--- config.mk ---
export PLATFORM = sky130hd
export DESIGN_NAME = prws_sequencer
export DESIGN_NICKNAME = d
export VERILOG_FILES = /design/src/rtl/prws_pkg.sv /design/src/rtl/prws_wake_if.sv /design/src/rtl/prws_sequencer.sv /design/src/rtl/prws_wake_det.sv
export VERILOG_INCLUDE_DIRS = /design/src /design/src/rtl
export SDC_FILE = /design/constraint.sdc
export NUM_CORES = 1
export LEC_CHECK = 0
export ABC_AREA = 1
export BUFFER_PORTS_ARGS = -buffer_cell sky130_fd_sc_hd__buf_2
export CAP_MARGIN = 20
export CORE_ASPECT_RATIO = 0.6
export CORE_UTILIZATION = 40
export DETAILED_ROUTE_END_ITERATION = 7
export PLACE_DENSITY = 0.58
export SKIP_CTS_REPAIR_TIMING = 1
export SLEW_MARGIN = 20
export SYNTH_ARGS = -nofsm -noshare
export SYNTH_HDL_FRONTEND = slang
export SYNTH_SLANG_ARGS = --single-unit
--- constraint.sdc ---
create_clock -name clk_sys -period 4.88 [get_ports clk_sys]
set_input_delay 0.488 -clock clk_sys [delete_from_list [all_inputs] [get_ports clk_sys]]
set_output_delay 0.488 -clock clk_sys [all_outputs]
set_load 0.03 [all_outputs]
--- src/rtl/prws_cfg.svh ---
// Function
// - Hold power-on reset until battery supply is above minimum threshold.
// - Core regulator enabled only once power-on reset is released.
// - In run mode, reset the device when battery supply falls below threshold.
// - In run mode, reset when digital core supply drops below threshold.
// - Supervisor off in standby and sleep; no under-voltage resets there.
// - Start-up delays internal; unconnected reset pin counts as deasserted.
// - External reset pin resets the whole digital subsystem and core.
// - Real-time clock counters are not reset by the external pin.
// - External reset pin acts only in run mode and during power-on reset.
// - Pin held during power-on keeps processor in reset until released.
// - Any of five wake events (four pins, enabled alarm) moves standby or sleep into run mode.
// - Wake pins fall_a and fall_b wake on a high-to-low transition.
// - Wake pins rise_a and rise_b wake on a low-to-high transition.
// - Enabled real-time clock alarm acts as a wake source.
// - Software control enables or disables the analog converter regulator.
// - Wake from sleep resets system; real-time clock state is kept.
// - Wake from standby resumes execution with all state retained.
// - Real-time clock reset only by power-on, not by digital resets.
`ifndef PRWS_CFG_SVH
`define PRWS_CFG_SVH
`define PRWS_STARTUP_NS 1000
`define PRWS_CLK_NS 8
`define PRWS_STARTUP_CYC ((`PRWS_STARTUP_NS + `PRWS_CLK_NS - 1) / `PRWS_CLK_NS)
`define PRWS_CNT_W 8
`define PRWS_WAKE_N 4
`define PRWS_WAKE_IDLE 4'h3
`endif

--- src/rtl/prws_pkg.sv ---
package prws_pkg;
   typedef enum logic [1:0] {
      PRWS_OFF,
      PRWS_RUN,
      PRWS_STANDBY,
      PRWS_SLEEP
   } prws_mode_e;
endpackage

--- src/rtl/prws_wake_if.sv ---
`timescale 1ns/10ps
interface prws_wake_if;
   logic [3:0] pins;
   logic alarm;
   logic alarm_en;
   logic armed;
   logic wake;
   modport ctl (output pins, output alarm, output alarm_en, output armed,
      input wake);
   modport det (input pins, input alarm, input alarm_en, input armed,
      output wake);
endinterface

--- src/rtl/prws_sequencer.sv ---
`timescale 1ns/10ps
`include "prws_cfg.svh"
module prws_sequencer (
   input wire logic clk_sys,
   input wire logic rst_n,
   input wire logic battery_ok,
   input wire logic core_supply_ok,
   input wire logic external_reset_n_pin,
   input wire logic wake_pin_fall_a,
   input wire logic wake_pin_fall_b,
   input wire logic wake_pin_rise_a,
   input wire logic wake_pin_rise_b,
   input wire logic rtc_alarm,
   input wire logic rtc_alarm_wake_en,
   input wire logic req_standby,
   input wire logic req_sleep,
   input wire logic analog_reg_en,
   output logic por_n,
   output logic sys_reset_n,
   output logic rtc_reset_n,
   output logic core_reg_en,
   output logic core_reg_low,
   output logic analog_converter_supply_en,
   output logic supervisor_en,
   output logic cpu_paused,
   output logic [1:0] mode
);
   prws_pkg::prws_mode_e state;
   prws_pkg::prws_mode_e next_state;
   logic bat_s1, bat_s2, core_s1, core_s2, pin_s1, pin_s2;
   logic [`PRWS_CNT_W-1:0] cnt;
   logic pin_rst;
   logic brownout;
   logic wake;
   logic sleep_wake;
   logic [`PRWS_CNT_W-1:0] startup_cyc;
   prws_wake_if wif ();

   assign startup_cyc = `PRWS_CNT_W'(`PRWS_STARTUP_CYC);

   // Reset on pin powers up high, so a floating pin reads deasserted
   always_ff @(posedge clk_sys or negedge rst_n) begin
      if (!rst_n) begin
         bat_s1 <= 1'b0;
         bat_s2 <= 1'b0;
         core_s1 <= 1'b0;
         core_s2 <= 1'b0;
         pin_s1 <= 1'b1;
         pin_s2 <= 1'b1;
      end else begin
         bat_s1 <= battery_ok;
         bat_s2 <= bat_s1;
         core_s1 <= core_supply_ok;
         core_s2 <= core_s1;
         pin_s1 <= external_reset_n_pin;
         pin_s2 <= pin_s1;
      end
   end

   assign supervisor_en = (state == prws_pkg::PRWS_RUN)
      || (state == prws_pkg::PRWS_OFF);
   assign brownout = supervisor_en && (!bat_s2
      || (state == prws_pkg::PRWS_RUN && !core_s2));
   assign pin_rst = !pin_s2 && (state == prws_pkg::PRWS_RUN
      || state == prws_pkg::PRWS_OFF);

   assign wif.pins = {wake_pin_rise_b, wake_pin_rise_a,
      wake_pin_fall_b, wake_pin_fall_a};
   assign wif.alarm = rtc_alarm;
   assign wif.alarm_en = rtc_alarm_wake_en;
   assign wif.armed = (state == prws_pkg::PRWS_STANDBY)
      || (state == prws_pkg::PRWS_SLEEP);
   assign wake = wif.wake;

   prws_wake_det u_wake (
      .clk_sys(clk_sys),
      .rst_n(rst_n),
      .wif(wif)
   );

   always_comb begin
      next_state = state;
      case (state)
         prws_pkg::PRWS_OFF: begin
            if (bat_s2 && cnt == startup_cyc)
               next_state = prws_pkg::PRWS_RUN;
         end
         prws_pkg::PRWS_RUN: begin
            if (brownout)
               next_state = prws_pkg::PRWS_OFF;
            else if (req_sleep)
               next_state = prws_pkg::PRWS_SLEEP;
            else if (req_standby)
               next_state = prws_pkg::PRWS_STANDBY;
         end
         prws_pkg::PRWS_STANDBY, prws_pkg::PRWS_SLEEP: begin
            if (wake)
               next_state = prws_pkg::PRWS_RUN;
         end
         default: next_state = prws_pkg::PRWS_OFF;
      endcase
   end

   always_ff @(posedge clk_sys or negedge rst_n) begin
      if (!rst_n)
         state <= prws_pkg::PRWS_OFF;
      else
         state <= next_state;
   end

   // Start-up delay counts from supply good
   always_ff @(posedge clk_sys or negedge rst_n) begin
      if (!rst_n)
         cnt <= '0;
      else if (state != prws_pkg::PRWS_OFF || !bat_s2)
         cnt <= '0;
      else if (cnt != startup_cyc)
         cnt <= cnt + `PRWS_CNT_W'(1);
   end

   assign sleep_wake = (state == prws_pkg::PRWS_SLEEP) && wake;

   // Outputs registered; release follows the clock
   always_ff @(posedge clk_sys or negedge rst_n) begin
      if (!rst_n) begin
         por_n <= 1'b0;
         sys_reset_n <= 1'b0;
         rtc_reset_n <= 1'b0;
         core_reg_en <= 1'b0;
      end else begin
         por_n <= (next_state != prws_pkg::PRWS_OFF);
         core_reg_en <= (next_state != prws_pkg::PRWS_OFF)
            && (next_state != prws_pkg::PRWS_SLEEP);
         rtc_reset_n <= (next_state != prws_pkg::PRWS_OFF)
            || rtc_reset_n;
         sys_reset_n <= (next_state != prws_pkg::PRWS_OFF) && !pin_rst
            && !sleep_wake;
      end
   end

   always_ff @(posedge clk_sys or negedge rst_n) begin
      if (!rst_n) begin
         core_reg_low <= 1'b0;
         cpu_paused <= 1'b0;
         analog_converter_supply_en <= 1'b0;
         mode <= 2'h0;
      end else begin
         core_reg_low <= (next_state == prws_pkg::PRWS_STANDBY);
         cpu_paused <= (next_state == prws_pkg::PRWS_STANDBY);
         analog_converter_supply_en <= analog_reg_en
            && (next_state == prws_pkg::PRWS_RUN);
         mode <= 2'(next_state);
      end
   end

   // The supervisor is off in low power, so a low battery there is ignored
   a_por_holds: assert property (
      @(posedge clk_sys) disable iff (!rst_n)
      supervisor_en && !bat_s2 |=> !por_n)
      else $error("por released without battery");
   a_reg_follow: assert property (
      @(posedge clk_sys) disable iff (!rst_n)
      !por_n |-> !core_reg_en)
      else $error("regulator on during por");
   a_core_drop: assert property (
      @(posedge clk_sys) disable iff (!rst_n)
      state == prws_pkg::PRWS_RUN && !core_s2 |=> !sys_reset_n)
      else $error("core brownout missed");
   a_low_power_quiet: assert property (
      @(posedge clk_sys) disable iff (!rst_n)
      wif.armed && !wake |=> sys_reset_n)
      else $error("reset in low power");
   a_pin_reset: assert property (
      @(posedge clk_sys) disable iff (!rst_n)
      pin_rst |=> !sys_reset_n)
      else $error("pin reset missed");
   a_rtc_kept: assert property (
      @(posedge clk_sys) disable iff (!rst_n)
      rtc_reset_n |=> rtc_reset_n)
      else $error("rtc reset by digital reset");
   a_sleep_boot: assert property (
      @(posedge clk_sys) disable iff (!rst_n)
      sleep_wake |=> !sys_reset_n ##1 sys_reset_n)
      else $error("sleep wake no reboot");
   a_analog_gate: assert property (
      @(posedge clk_sys) disable iff (!rst_n)
      state == prws_pkg::PRWS_RUN && analog_reg_en
      && next_state == prws_pkg::PRWS_RUN |=> analog_converter_supply_en)
      else $error("analog regulator not enabled");
   c_boot: cover property (@(posedge clk_sys) disable iff (!rst_n)
      $rose(por_n));
   c_standby_wake: cover property (@(posedge clk_sys) disable iff (!rst_n)
      state == prws_pkg::PRWS_STANDBY && wake);
   c_sleep_wake: cover property (@(posedge clk_sys) disable iff (!rst_n)
      sleep_wake);
   c_brownout: cover property (@(posedge clk_sys) disable iff (!rst_n)
      brownout);
endmodule

--- src/rtl/prws_wake_det.sv ---
`timescale 1ns/10ps
`include "prws_cfg.svh"
module prws_wake_det (
   input wire logic clk_sys,
   input wire logic rst_n,
   prws_wake_if.det wif
);
   logic [3:0] sync1;
   logic [3:0] sync2;
   logic [3:0] prev;
   logic [3:0] fall;
   logic [3:0] rise;

   always_ff @(posedge clk_sys or negedge rst_n) begin
      if (!rst_n) begin
         // Idle pin levels, so release of reset shows no false edge
         sync1 <= `PRWS_WAKE_IDLE;
         sync2 <= `PRWS_WAKE_IDLE;
         prev <= `PRWS_WAKE_IDLE;
      end else begin
         sync1 <= wif.pins;
         sync2 <= sync1;
         prev <= sync2;
      end
   end

   assign fall = prev & ~sync2;
   assign rise = ~prev & sync2;
   // Bits 0,1 falling; bits 2,3 rising
   assign wif.wake = wif.armed & (fall[0] | fall[1]
      | rise[2] | rise[3]
      | (wif.alarm_en & wif.alarm));

   a_fall_wake: assert property (
      @(posedge clk_sys) disable iff (!rst_n)
      wif.armed && $fell(sync2[0]) |-> wif.wake)
      else $error("fall edge did not wake");
   a_rise_wake: assert property (
      @(posedge clk_sys) disable iff (!rst_n)
      wif.armed && $rose(sync2[3]) |-> wif.wake)
      else $error("rise edge did not wake");
endmodule

==> metrics.log <==
INFO  metric drcViolationCount = 0
INFO  metric pin_count_of_the_biggest_net_entering_global_routing = 35
INFO  metric n_fill_cell = 300
INFO  metric drt-pass1-iter-count = 4
INFO  metric drt_iter0_markers = 65
INFO  metric relSlewSlack = 51.1%
INFO  metric hold_path.class = in2async
INFO  metric grt-ovfl-total = 0
INFO  metric route.detailed.wl_per_inst = 11.2 microns
INFO  metric timing.final.setup_violations = 0
INFO  metric irDropWorstVdd = 214 uV
INFO  metric synthesis.yosys.warnings = 0
INFO  metric postLayoutSetupSlackWorst = 3.10 ns
INFO  metric cts_max_path_buffers = 2
INFO  metric worstSetupPathType = reg2reg
INFO  metric synth_cells = 130
INFO  metric finish.net_count = 178
INFO  metric syn_area_per_cell = 10.9 sq um
INFO  metric portBuffers = 23
INFO  metric routed_wire_length = 2290 microns
INFO  metric power.density = 447 nW/um^2
INFO  metric layout_worst_path_cycle_share = 36.5%
INFO  metric tns = 0 ns
INFO  metric timing.critical_path.required = 5.04 ns
INFO  metric dpl_ws = 3.12 ns
INFO  metric number_of_flops_mapped_to_enable_cells_by_yosys = 0
INFO  metric clockRootBuffer = sky130_fd_sc_hd__clkbuf_8
INFO  metric finish.utilization = 50.2%
INFO  metric synth_most_common_cell = sky130_fd_sc_hd__nand2_1
INFO  metric post_route_cells_drive_above_1_share = 35.0%
INFO  metric synth_top_flop_cell = sky130_fd_sc_hd__dfrtp_1
INFO  metric vias_per_cell = 4.46
INFO  metric synthMuxAreaShare = 0%
INFO  metric tritoncts = yes
INFO  metric multi_input_comb_area = 463 sq um
INFO  metric synthSimpleGateAreaFrac = 23.4%
INFO  metric timing.final.max_slew_violations = 0
INFO  metric dieWidth = 78.7 microns
INFO  metric vias_after_detailed_routing = 914
INFO  metric fin_worst_hold_slack = 0.268 ns
INFO  metric critPathArrivalTime = 1.94 ns
INFO  metric grt_pass1_wl = 3680 microns
INFO  metric die-area = 3780 sq um
INFO  metric worst_path_fanout_max = 3
INFO  metric post_synth_xor_area_fraction = 0%
INFO  metric floorplan.core_area = 3300 sq um
INFO  metric netlist-cell-type-count = 28
INFO  metric post-synth-top-area-cell = sky130_fd_sc_hd__dfrtp_1
INFO  metric fin_crit = 1.78 ns
INFO  metric leakage_power = 0.000907 uW
INFO  metric antenna_found_initial = 0
INFO  metric critPathCaptureType = flip-flop
INFO  metric cts_sinks = 34
INFO  metric ys_seq_area_share = 60.9%
INFO  metric final-hold-violation-count = 0
INFO  metric synth_fa_ha_area_share = 4.43%
INFO  metric floorplan.die.height = 48.0 microns
INFO  metric rsz0062_at_grt = false
INFO  metric cts.clk_slew.worst_paths = 0.07 ns
INFO  metric worst_slew_pin_tran = 0.733 ns
INFO  metric layout.area.seq = 861 sq um
INFO  metric start_kind = flip-flop
INFO  metric synth-async-reset-ratio = 100%
INFO  metric worst_clock_skew = 0.00497 ns
INFO  metric ios = 24
INFO  metric cts_inserted_buffers = 5
INFO  metric grt_pass1_vias = 808
INFO  metric std_cell_rows = 16
INFO  metric floorplan.initialDensity = 42.8%
INFO  metric detailed_place_hpwl = 1710 microns
INFO  metric synthesis_to_finish_area_growth = 17.4%
INFO  metric synth_top_family_by_area = simple AND/OR/NAND/NOR gates
INFO  metric synth_top_cell_area_share = 46.1%
INFO  metric antenna-diode-count = 0
INFO  metric synthTopCellsByCount = sky130_fd_sc_hd__nand2_1 (28), sky130_fd_sc_hd__dfrtp_1 (26), sky130_fd_sc_hd__inv_1 (16), sky130_fd_sc_hd__nand3_1 (10), sky130_fd_sc_hd__nor2_1 (9)
INFO  metric synthesis.area = 1410 sq um
INFO  metric grtUsageTotal = 14.0%
INFO  metric clock_tree.htree_level_count = 2
INFO  metric synth-seq-cells = 34
INFO  metric clkLatencyLatePin = 0.28 ns
INFO  metric status = finished clean
INFO  metric postSynthNetCount = 149
INFO  metric postRouteAntennaNets = 0
INFO  metric max_cap_violations = 0
INFO  metric synth.top_cells.by_area = sky130_fd_sc_hd__dfrtp_1 (46%), sky130_fd_sc_hd__dfstp_2 (15%), sky130_fd_sc_hd__nand2_1 (7.4%)
INFO  metric compound_cell_area_share_of_the_yosys_netlist = 4.96%
INFO  metric globalplace.congestion = 0.764
INFO  metric clock.fmax = 0.562 GHz
[final timing paths]
path | startpoint | endpoint | slack [ns] | cells after the start
worst max-delay path | u_wake.sync2[1] | rtc_reset_n | 3.10 | 11
worst min-delay path | rst_n | sys_reset_n | 0.27 | 1
worst max register to register | u_wake.sync2[1] | rtc_reset_n | 3.10 | 11
worst min register to register | u_wake.sync1[2] | u_wake.sync2[2] | 0.35 | 0
max in group asynchronous | rst_n | bat_s2 | 4.14 | 1
min in group clk_sys | wake_pin_fall_b | u_wake.sync1[1] | 0.30 | 1
[final cells by class]
class	count	share of cell area, %
timing repair buffer	23	6.94
clock inverter	2	0.603
tap	45	3.39
clock buffer	6	4.37
sequential	34	51.9
inverter	21	4.90
multi-input combinational	74	27.9
[state kept, by name (all words and copies together) (netlist names)]
signal	flops
pin_s2	1
analog_converter_supply_en	1
cnt	8
core_reg_en	1
bat_s2	1
sys_reset_n	1
cpu_paused	1
core_s2	1
rtc_reset_n	1
u_wake.prev	4
por_n	1
pin_s1	1
core_s1	1
mode	2
u_wake.sync1	4
u_wake.sync2	4
bat_s1	1
[worst max-delay path, cell delays in order, from the launching register on]
cell and delay, ns:
sky130_fd_sc_hd__dfstp_2 0.54, sky130_fd_sc_hd__inv_1 0.04, sky130_fd_sc_hd__nand2_1 0.08, sky130_fd_sc_hd__nand2_1 0.06, sky130_fd_sc_hd__nor2_1 0.08, sky130_fd_sc_hd__nand2_1 0.09
sky130_fd_sc_hd__nand2_1 0.09, sky130_fd_sc_hd__nand2_1 0.05, sky130_fd_sc_hd__nor2_1 0.14, sky130_fd_sc_hd__ha_1 0.18, sky130_fd_sc_hd__inv_1 0.05, sky130_fd_sc_hd__or2_2 0.26
[through the flow]
stage / total power [uW] / cell area, sq um / instances
detailed placement: 558 / 1580 / 197
global placement: 556 / 1580 / 197
floorplan: 500 / 1410 / 130
finish: 742 / 1660 / 205
CTS: 756 / 1660 / 205
global route: 792 / 1660 / 205
[power breakdown]
group	leakage (uW)	total [uW]	internal (uW)	switching, uW
logic	0.000452	205	60.6	144
registers	0.000409	346	321	25.1
clock network	0.0000450	191	98.6	92.2
[layout by cell type (no fill, tap or decap), types with 2 or more instances in the layout]
cell type                  Yosys  routed
sky130_fd_sc_hd__inv_2         4       4
sky130_fd_sc_hd__clkbuf_8      0       5
sky130_fd_sc_hd__nand3_1      10      10
sky130_fd_sc_hd__ha_1          5       5
sky130_fd_sc_hd__inv_1        16      16
sky130_fd_sc_hd__dfstp_2       8       8
sky130_fd_sc_hd__nand3_4       2       2
sky130_fd_sc_hd__buf_2         0      23
sky130_fd_sc_hd__nand2_1      28      28
sky130_fd_sc_hd__nand4_1       2       2
sky130_fd_sc_hd__nor2_1        9       9
sky130_fd_sc_hd__o21bai_1      2       2
sky130_fd_sc_hd__dfrtp_1      26      26
sky130_fd_sc_hd__o21ai_2       2       2
sky130_fd_sc_hd__clkinv_2      0       2
[metal layers]
metal	GRT usage, %	part of all wire, %	up-vias
li1	-	-	463
met1	18.1	49	429
met2	20.5	44	17
met3	6.48	6.0	5
met4	6.67	0.87	0
met5	0	0	-
[cells by family (layout without fill, tap and decap cells)]
| group | Yosys count | after routing |
|---|---|---|
| simple gates | 60 | 60 |
| compound gates | 9 | 9 |
| fa+ha+maj | 5 | 5 |
| buf+inv | 22 | 52 |
| flops | 34 | 34 |
Note: power is estimated with default switching activity, not from simulation.
